File: config.mk
export PLATFORM = sky130hd
export DESIGN_NAME = rcrs_top
export DESIGN_NICKNAME = d
export VERILOG_FILES = /design/src/inc/rcrs_pkg.sv /design/src/core/rcrs_sync.sv /design/src/core/rcrs_top.sv
export VERILOG_INCLUDE_DIRS = /design/src /design/src/inc
export SDC_FILE = /design/constraint.sdc
export NUM_CORES = 1
export LEC_CHECK = 0
export BUFFER_PORTS_ARGS = -buffer_cell sky130_fd_sc_hd__buf_2
export CAP_MARGIN = 20
export CORE_MARGIN = 1.5
export CORE_UTILIZATION = 55
export CTS_CLUSTER_DIAMETER = 50
export DETAILED_ROUTE_END_ITERATION = 8
export GPL_TIMING_DRIVEN = 0
export MAX_ROUTING_LAYER = met4
export PLACE_DENSITY = 0.79
export SYNTH_ARGS = -nofsm -noshare
export SYNTH_HDL_FRONTEND = slang
export SYNTH_HIERARCHICAL = 1
export SYNTH_SLANG_ARGS = --single-unit
File: constraint.sdc
create_clock -name core_clk -period 5.55 [get_ports core_clk]
set_input_delay 0.2775 -clock core_clk [delete_from_list [all_inputs] [get_ports core_clk]]
set_output_delay 0.2775 -clock core_clk [all_outputs]
set_load 0.05 [all_outputs]
File: src/inc/rcrs_regs.svh
// constants for the reset-cause and return-stack block
// assumes inclusion by the package only; definitions only
`ifndef RCRS_REGS_SVH
`define RCRS_REGS_SVH
`define RCRS_RESET_VECTOR 21'h000000
`define RCRS_HI_VECTOR 21'h000008
`define RCRS_LO_VECTOR 21'h000018
`define RCRS_PC_STEP 21'h000002
`define RCRS_OSC_SETTLE_CYCLES 11'h400
`define RCRS_SUPPLY_SETTLE_NS 65600
`define RCRS_CODE_START_NS 10000
`define RCRS_CLK_NS 100
`define RCRS_SUPPLY_SETTLE_CYC (`RCRS_SUPPLY_SETTLE_NS / `RCRS_CLK_NS)
`define RCRS_CODE_START_CYC ((`RCRS_CODE_START_NS + `RCRS_CLK_NS - 1) / `RCRS_CLK_NS)
`define RCRS_SP_FULL_BIT 7
`define RCRS_SP_UNF_BIT 6
`define RCRS_SP_MAX 5'h1f
`define RCRS_SPREG_RESET 8'h00
`endif

File: src/inc/rcrs_pkg.sv
// types for the reset-cause and return-stack block
// assumes the constants header sits beside it
`include "rcrs_regs.svh"
package rcrs_pkg;
  // sequencer states, one-hot
  typedef enum logic [3:0] {
    ST_SUPPLY = 4'h1,
    ST_OSC = 4'h2,
    ST_CSD = 4'h4,
    ST_RUN = 4'h8
  } rcrs_seq_type;
  // power mode of the core
  typedef enum logic [1:0] {
    PM_FULL = 2'h0,
    PM_RUN = 2'h1,
    PM_IDLE = 2'h2,
    PM_SLEEP = 2'h3
  } rcrs_pmode_type;
endpackage

File: src/core/rcrs_sync.sv
// two-flop synchroniser for pin inputs
// assumes asynchronous inputs and one core clock
`timescale 1ns/1ps
module rcrs_sync #(
  parameter int WIDTH = 1
) (
  input wire logic core_clk,
  input wire logic rst,
  input wire logic [WIDTH-1:0] async_in,
  output logic [WIDTH-1:0] sync_out
);
  logic [WIDTH-1:0] meta_q; // first stage, read only by second
  // two stages of capture
  always_ff @(posedge core_clk or posedge rst) begin
    if (rst) begin
      meta_q <= '0;
      sync_out <= '0;
    end else begin
      meta_q <= async_in;
      sync_out <= meta_q;
    end
  end
endmodule

File: src/core/rcrs_top.sv
// reset sequencing, reset-cause flags and return-stack pointer
// assumes rst is power-on reset; events are one-cycle pulses from core logic
// Functional notes
// - supply-settle timer always holds reset after power-up
// - crystal mode: count 1024 oscillator cycles first
// - code-start delay after power-on reset
// - non-power-on resets keep most register contents
// - power-on: flags set per power-on table
// - reset instruction clears software-reset flag only
// - brownout sets three flags, clears brownout flag
// - master-clear in run mode sets watchdog flag
// - master-clear idle/sleep: watchdog set, power-down clear
// - master-clear full power leaves flags unchanged
// - watchdog in run clears watchdog flag, resets
// - watchdog in idle/sleep wakes at PC+2
// - interrupt wake: PC+2 or vector, power-down cleared
// - pointer 0..31, pre-increment push, post-decrement pop
// - pointer resets to zero, software read/write
// - full flag after 31 pushes, software/power-on clear
// - error reset enabled: 31st push resets, pointer zero
// - error reset disabled: pointer saturates at 31
// - empty pop returns zero, sets underflow flag
// - underflow flag sticky until software or power-on
// - underflow with reset enable causes device reset
// - register layout: full b7, underflow b6, pointer b4:0
`timescale 1ns/1ps
module rcrs_top
  import rcrs_pkg::*;
#(
  parameter int SUPPLY_CYC = `RCRS_SUPPLY_SETTLE_CYC,
  parameter int CSD_CYC = `RCRS_CODE_START_CYC
) (
  input wire logic core_clk,
  input wire logic rst,
  input wire logic osc_clk_tick,
  input wire logic crystal_mode,
  input wire logic external_reset_pin_n,
  input wire logic brownout_det,
  input wire logic watchdog_timeout,
  input wire logic reset_instr,
  input wire logic wake_interrupt,
  input wire rcrs_pkg::rcrs_pmode_type pmode,
  input wire logic high_priority_global_int_enable,
  input wire logic low_priority_global_int_enable,
  input wire logic int_high,
  input wire logic stack_error_reset_enable,
  input wire logic push_req,
  input wire logic pop_req,
  input wire logic [20:0] pc_cur,
  input wire logic sp_wr,
  input wire logic [7:0] sp_wdata,
  input wire logic reset_cause_register_wr,
  input wire logic [4:0] reset_cause_register_wdata,
  output logic core_reset,
  output logic pc_load,
  output logic [20:0] pc_load_val,
  output logic stack_wr,
  output logic [20:0] stack_wr_data,
  output logic [4:0] stack_wr_addr,
  output logic [4:0] reset_cause_register,
  output logic [7:0] return_stack_pointer_reg
);
  typedef struct packed {
    rcrs_seq_type seq;
    logic [16:0] cnt;
    logic [10:0] osc_cnt;
    logic software_reset_flag;
    logic watchdog_expiry_flag;
    logic power_down_flag;
    logic power_on_flag;
    logic brownout_flag;
    logic stack_full_flag;
    logic stack_underflow_flag;
    logic [4:0] stack_pointer_value;
    logic core_reset;
    logic pc_load;
    logic [20:0] pc_val;
    logic stack_wr;
    logic [20:0] stack_data;
    logic [4:0] stack_addr;
    logic external_reset_pin_prev;
    logic bor_prev;
  } rcrs_state_type;

  rcrs_state_type s_q, s_d;
  logic [2:0] pins_s; // synchronised pins
  logic external_reset_pin_n_s, bor_s, osc_s, osc_prev_q;
  logic osc_edge;

  // pin inputs pass two flops
  rcrs_sync #(.WIDTH(3)) u_sync (
    .core_clk(core_clk),
    .rst(rst),
    .async_in({external_reset_pin_n, brownout_det, osc_clk_tick}),
    .sync_out(pins_s)
  );
  assign external_reset_pin_n_s = pins_s[2];
  assign bor_s = pins_s[1];
  assign osc_s = pins_s[0];

  // oscillator edge detect on synchronised level
  always_ff @(posedge core_clk or posedge rst) begin
    if (rst) osc_prev_q <= 1'b0;
    else osc_prev_q <= osc_s;
  end
  assign osc_edge = osc_s & ~osc_prev_q;

  // next-state logic
  always_comb begin
    logic external_reset_pin_fall, bor_rise, idle;
    logic [4:0] sp_inc;
    external_reset_pin_fall = 1'b0;
    bor_rise = 1'b0;
    idle = 1'b0;
    sp_inc = 5'h00;
    s_d = s_q;
    s_d.pc_load = 1'b0;
    s_d.stack_wr = 1'b0;
    s_d.external_reset_pin_prev = external_reset_pin_n_s;
    s_d.bor_prev = bor_s;
    external_reset_pin_fall = s_q.external_reset_pin_prev & ~external_reset_pin_n_s;
    bor_rise = bor_s & ~s_q.bor_prev;
    idle = (pmode == PM_IDLE) || (pmode == PM_SLEEP);
    sp_inc = s_q.stack_pointer_value + 5'h01;
    // power-up sequencer
    case (s_q.seq)
      ST_SUPPLY: begin
        s_d.core_reset = 1'b1;
        if (s_q.cnt >= 17'(SUPPLY_CYC - 1)) begin
          s_d.cnt = '0;
          s_d.seq = crystal_mode ? ST_OSC : ST_CSD;
        end else s_d.cnt = s_q.cnt + 17'h00001;
      end
      ST_OSC: begin
        if (osc_edge) begin
          if (s_q.osc_cnt == `RCRS_OSC_SETTLE_CYCLES - 11'h001) s_d.seq = ST_CSD;
          s_d.osc_cnt = s_q.osc_cnt + 11'h001;
        end
      end
      ST_CSD: begin
        if (s_q.cnt >= 17'(CSD_CYC - 1)) begin
          s_d.seq = ST_RUN;
          s_d.core_reset = 1'b0;
          s_d.pc_load = 1'b1;
          s_d.pc_val = `RCRS_RESET_VECTOR;
        end else s_d.cnt = s_q.cnt + 17'h00001;
      end
      ST_RUN: begin
        // event priority: brownout, master clear, watchdog, instruction
        if (bor_rise) begin
          s_d.software_reset_flag = 1'b1;
          s_d.watchdog_expiry_flag = 1'b1;
          s_d.power_down_flag = 1'b1;
          s_d.brownout_flag = 1'b0;
          s_d.pc_load = 1'b1;
          s_d.pc_val = `RCRS_RESET_VECTOR;
          s_d.stack_pointer_value = 5'h00;
        end else if (external_reset_pin_fall) begin
          if (pmode == PM_RUN) s_d.watchdog_expiry_flag = 1'b1;
          else if (idle) begin
            s_d.watchdog_expiry_flag = 1'b1;
            s_d.power_down_flag = 1'b0;
          end // full power keeps flags
          s_d.pc_load = 1'b1;
          s_d.pc_val = `RCRS_RESET_VECTOR;
          s_d.stack_pointer_value = 5'h00;
        end else if (watchdog_timeout) begin
          s_d.watchdog_expiry_flag = 1'b0;
          s_d.pc_load = 1'b1;
          if (idle) begin // wake, no reset, pointer kept
            s_d.power_down_flag = 1'b0;
            s_d.pc_val = pc_cur + `RCRS_PC_STEP;
          end else begin
            s_d.pc_val = `RCRS_RESET_VECTOR;
            s_d.stack_pointer_value = 5'h00;
          end
        end else if (reset_instr) begin
          s_d.software_reset_flag = 1'b0;
          s_d.pc_load = 1'b1;
          s_d.pc_val = `RCRS_RESET_VECTOR;
          s_d.stack_pointer_value = 5'h00;
        end else if (wake_interrupt && pmode != PM_FULL) begin
          s_d.power_down_flag = 1'b0;
          s_d.pc_load = 1'b1;
          if (high_priority_global_int_enable || low_priority_global_int_enable)
            s_d.pc_val = int_high ? `RCRS_HI_VECTOR : `RCRS_LO_VECTOR;
          else s_d.pc_val = pc_cur + `RCRS_PC_STEP;
        end else begin
          // software writes first; hardware sets below win
          if (sp_wr) begin
            s_d.stack_pointer_value = sp_wdata[4:0];
            if (!sp_wdata[`RCRS_SP_FULL_BIT]) s_d.stack_full_flag = 1'b0;
            if (!sp_wdata[`RCRS_SP_UNF_BIT]) s_d.stack_underflow_flag = 1'b0;
          end
          if (reset_cause_register_wr) begin
            s_d.software_reset_flag = reset_cause_register_wdata[4];
            s_d.watchdog_expiry_flag = reset_cause_register_wdata[3];
            s_d.power_down_flag = reset_cause_register_wdata[2];
            s_d.power_on_flag = reset_cause_register_wdata[1];
            s_d.brownout_flag = reset_cause_register_wdata[0];
          end
          if (push_req) begin // pre-increment push
            if (s_q.stack_pointer_value == `RCRS_SP_MAX) begin
              s_d.stack_full_flag = 1'b1; // saturate, no overwrite
              s_d.stack_pointer_value = `RCRS_SP_MAX;
            end else begin
              s_d.stack_wr = 1'b1;
              s_d.stack_addr = sp_inc;
              s_d.stack_data = pc_cur;
              s_d.stack_pointer_value = sp_inc;
              if (sp_inc == `RCRS_SP_MAX) begin
                s_d.stack_full_flag = 1'b1;
                if (stack_error_reset_enable) begin
                  s_d.stack_data = pc_cur + `RCRS_PC_STEP;
                  s_d.stack_pointer_value = 5'h00;
                  s_d.pc_load = 1'b1;
                  s_d.pc_val = `RCRS_RESET_VECTOR;
                end
              end
            end
          end else if (pop_req) begin
            s_d.pc_load = 1'b1;
            if (s_q.stack_pointer_value == 5'h00) begin
              s_d.stack_underflow_flag = 1'b1;
              s_d.pc_val = `RCRS_RESET_VECTOR;
              // with enable set this is a device reset
              if (stack_error_reset_enable) s_d.stack_pointer_value = 5'h00;
            end else begin // post-decrement pop
              s_d.pc_val = pc_cur;
              s_d.stack_pointer_value = s_q.stack_pointer_value - 5'h01;
            end
          end
        end
      end
      default: s_d.seq = ST_SUPPLY;
    endcase
    // registers beyond this block keep contents except on power-on
  end

  // state register; power-on values
  always_ff @(posedge core_clk or posedge rst) begin
    if (rst) begin
      s_q <= '0;
      s_q.seq <= ST_SUPPLY;
      s_q.core_reset <= 1'b1;
      s_q.software_reset_flag <= 1'b1;
      s_q.watchdog_expiry_flag <= 1'b1;
      s_q.power_down_flag <= 1'b1;
      s_q.pc_val <= `RCRS_RESET_VECTOR;
      s_q.external_reset_pin_prev <= 1'b0;
    end else begin
      s_q <= s_d;
    end
  end

  // outputs straight from flops
  assign core_reset = s_q.core_reset;
  assign pc_load = s_q.pc_load;
  assign pc_load_val = s_q.pc_val;
  assign stack_wr = s_q.stack_wr;
  assign stack_wr_data = s_q.stack_data;
  assign stack_wr_addr = s_q.stack_addr;
  assign reset_cause_register = {s_q.software_reset_flag, s_q.watchdog_expiry_flag,
    s_q.power_down_flag, s_q.power_on_flag, s_q.brownout_flag};
  assign return_stack_pointer_reg = {s_q.stack_full_flag, s_q.stack_underflow_flag, 1'b0,
    s_q.stack_pointer_value};

  // assertions
  logic bor_rise_w, external_reset_pin_fall_w; // event copies for the checks below
  assign bor_rise_w = bor_s & ~s_q.bor_prev;
  assign external_reset_pin_fall_w = s_q.external_reset_pin_prev & ~external_reset_pin_n_s;
endmodule

==> qor.csv <==
stage,metric,value,unit
worst_setup_path,CP Class,register to register,
status,status,finished clean,
clocking,H-tree lvl count,3,
global_routing,vias in the first global route,5153,
routing,Via-to-Cell Ratio,5.58,
power,Design Power,1400,uW
floorplanning,die area,11700,sq um
logic_synthesis,syn_area_per_cell,9.11,sq um
clocking,post-CTS setup buffers,0,
floorplanning,I/O pin count,116,
worst_hold_path,Hold Path Class,input port to register,
job,Max Cap Violations,0,
worst_setup_path,crit path buf inv count,0,
timing,final setup vio count,0,
final_layout,Biggest register,s_q,
timing,Setup TNS Final,0,ns
routing,Residual DRC,0,
logic_synthesis,"Seq/Total Area, Yosys",0.426,
logic_synthesis,"Net Count, Synth",727,
routing,post-route ant nets,0,
routing,routed wire length per instance,15.6,um
worst_setup_path,"reg-to-reg slack, setup",2.68,ns
timing,Final Max Slew Viols,0,
worst_setup_path,reg2reg start,return_stack_pointer_reg[1]$_DFFE_PP0P_,
logic_synthesis,Cells after Synth,666,
placement,Port Buffers,107,
worst_setup_path,Critical Path RT,5.82,ns
final_layout,layout cells sized above 1,0.296,
worst_setup_path,slowest cell on the critical path,nor2_1,
logic_synthesis,library cells used by synthesis,78,
routing,vias post-DR,5217,
placement,Detail Placement HPWL,11100,um
logic_synthesis,number of synthesized flops with an enable pin,0,
global_routing,largest net degree at the start of global routing,62,
worst_setup_path,crit path capture type,register,
clocking,CTS tree,yes,
final_layout,Area Overhead vs Synth,16.6,%
timing,Clock Skew,0.0103,ns
worst_hold_path,worst hold endpoint,s_q[93]$_DFFE_PP0P_,
power,Combinational Power Share,0.084,
global_routing,met1 usage,0.342,
global_routing,initial antenna violation count,1,
worst_setup_path,max incr delay on CP,0.55,ns
final_layout,Layout Nets,850,
timing,worst relative slew slack,0.522,
logic_synthesis,Synth Register Bits,103,
power,clock share of power,0.378,
final_layout,"Core Util, Final",0.655,
placement,routability cong.,0.944,
routing,Pre-Repair DR Iteration Count,5,
timing,fin crit share,0.518,
worst_hold_path,critical hold path startpoint,crystal_mode,
power,pwr/cell area,198,nW/um^2
timing,Final Hold Fails,0,
floorplanning,core area,10800,sq um
clocking,number of buffers created by CTS,9,
floorplanning,Initial Util,0.562,
global_routing,routing usage on met2,0.439,
global_routing,met3 GRT Util,0.0392,
worst_setup_path,Worst R2R Path Depth,9,
worst_setup_path,Worst Path Arrival,3.14,ns
worst_setup_path,critical path peak fanout,10,
timing,FMAX,0.348,GHz
clocking,maximum clock path buffer count,2,
power,switching portion of total power,0.242,
timing,worst slew pin tran,0.714,ns
logic_synthesis,Synth Flop Type,dfrtp_1,
timing,min Tclk post-route,2.87,ns
worst_setup_path,Crit path max-delay family,simple AND/OR/NAND/NOR gates,
floorplanning,Core Rows,38,
worst_setup_path,crit path cell chain,ha_1 -> and3_2 -> ha_1 -> and4_1 -> o211a_1 -> nor2_1 -> nor2_1 -> xnor2_1 -> a21oi_1,
final_layout,Fillers,882,
timing,worst hold slack,0.118,ns
power,Reg power frac,0.538,
global_routing,GRT busiest layer,met2,
clocking,Clock Latency Late Sink,0.38,ns
power,switching pwr,340,uW
floorplanning,Die X,108,um
final_layout,max reg flops,34,
worst_hold_path,hold path depth,2,
logic_synthesis,mapped cell area,6060,sq um
clocking,Clock Pin Slew Worst Setup and Hold Paths,0.10,ns
timing,RSZ-0062 raised after global routing,no,
clocking,root buffer cell,clkbuf_8,
routing,final wirelength,14600,um
global_routing,GR Overflow Total,0,
worst_setup_path,Critical Path Start Type,register,
logic_synthesis,share of the synthesized area in the top cell type,0.404,
global_routing,total track usage,0.271,
global_routing,global-route wire length before repair,24100,um
power,Max IR drop VDD,0.000147,V
worst_setup_path,reg2reg end,stack_wr_data[13]$_DFFE_PP0P_,
power,Power Internal,1060,uW
logic_synthesis,Synth area leaders,"dfrtp_1, buf_4, nand2_1, nor2_1, a21oi_1",
floorplanning,Die Ht,108,um
logic_synthesis,Synth warnings,6,
logic_synthesis,cell taking the most area after synthesis,dfrtp_1,
routing,DR iter-0 viols,295,
power,leakage power,0.00352,uW
logic_synthesis,"Async S/R FF share, synth",1.00,
clocking,clk sink count,103,
[stage by stage]
stage / cell area [sq um] / setup WS, ns / cells
global placement: 6780 / 1.73 / 913
floorplan: 6060 / 2.75 / 666
finish: 7070 / 2.68 / 935
CTS: 7070 / 2.70 / 934
global route: 7070 / 2.49 / 935
detailed placement: 6810 / 2.72 / 914
[how the worst max path moves through the flow]
| stage | from | end | cells past startpoint | slack (ns) |
|---|---|---|---|---|
| 2_1_floorplan | rst | osc_prev_q$_DFF_PP0_ | 1 | 2.75 |
| 3_3_place_gp | rst | stack_wr_data[16]$_DFFE_PP0P_ | 2 | 1.73 |
| 3_5_place_dp | return_stack_pointer_reg[1]$_DFFE_PP0P_ | stack_wr_data[18]$_DFFE_PP0P_ | 9 | 2.72 |
| 4_1_cts | return_stack_pointer_reg[1]$_DFFE_PP0P_ | stack_wr_data[13]$_DFFE_PP0P_ | 9 | 2.70 |
| 5_1_grt | return_stack_pointer_reg[1]$_DFFE_PP0P_ | stack_wr_data[18]$_DFFE_PP0P_ | 9 | 2.49 |
| 6_report | return_stack_pointer_reg[1]$_DFFE_PP0P_ | stack_wr_data[13]$_DFFE_PP0P_ | 9 | 2.68 |
[placed cells by master (no fill, tap or decap), types with 16 or more instances in the layout]
cell type,instances
buf_4,63
a21oi_1,47
dfrtp_1,98
nor2_1,71
nand3_1,19
buf_2,120
o21ai_0,25
nand2_1,71
xnor2_1,16
xor2_1,22
nor3_1,19
nor2b_1,16
[cell families (layout without fill, tap and decap cells)]
group / after synthesis / after routing / share of synthesized area
fa+ha+maj: 8 / 8 / 0.0165
compound gates: 153 / 153 / 0.164
flops: 103 / 103 / 0.426
xor+xnor: 38 / 38 / 0.0549
mux: 14 / 14 / 0.0246
buf+inv: 95 / 223 / 0.106
simple gates: 254 / 254 / 0.207
other cells: 1 / 2 / 0.000618
[layer usage]
| metal | vias to the layer above | routed length (um) |
|---|---|---|
| li1 | 2520 | - |
| met1 | 2472 | 6220 |
| met2 | 188 | 7040 |
| met3 | 37 | 942 |
| met4 | 0 | 359 |
| met5 | - | 0 |
[cell usage after synthesis (all sizes together), types with 4 or more instances]
cell,number
dfrtp,98
buf,80
nand2,72
nor2,72
a21oi,48
o21ai,39
xor2,22
nand3,20
nor3,19
nor2b,16
xnor2,16
and3,14
a31oi,11
inv,9
nand2b,9
nand4,9
o31ai,9
ha,8
mux2,7
mux2i,7
a21o,6
clkbuf,6
dfstp,5
o21a,5
a211oi,4
[timing repair]
action                                  CTS  global route
gates resized for setup                   0             0
endpoints found under the setup margin    0             0
endpoints found under the hold margin    45             0
hold buffers                              4             0
[power groups by stage]
stage / registers (uW) / logic, uW / clock network [uW]
after global routing: 755 / 130 / 569
after detailed placement: 769 / 115 / 0
after floorplan: 769 / 65.7 / 0
after global placement: 769 / 109 / 0
final: 754 / 119 / 530
after CTS: 755 / 118 / 538
[final cells by class]
cell class	count	area (sq um)	share of cell area
Antenna cell	1	2.50	0.000354
Buffer	86	607	0.0858
Clock buffer	12	145	0.0205
Clock inverter	4	76.3	0.0108
Inverter	9	36.3	0.00513
Multi-Input combinational cell	468	2840	0.402
Sequential cell	103	2580	0.365
Tap cell	140	175	0.0248
Timing Repair Buffer	112	603	0.0853
No activity file was read; power rests on OpenSTA's default activity.
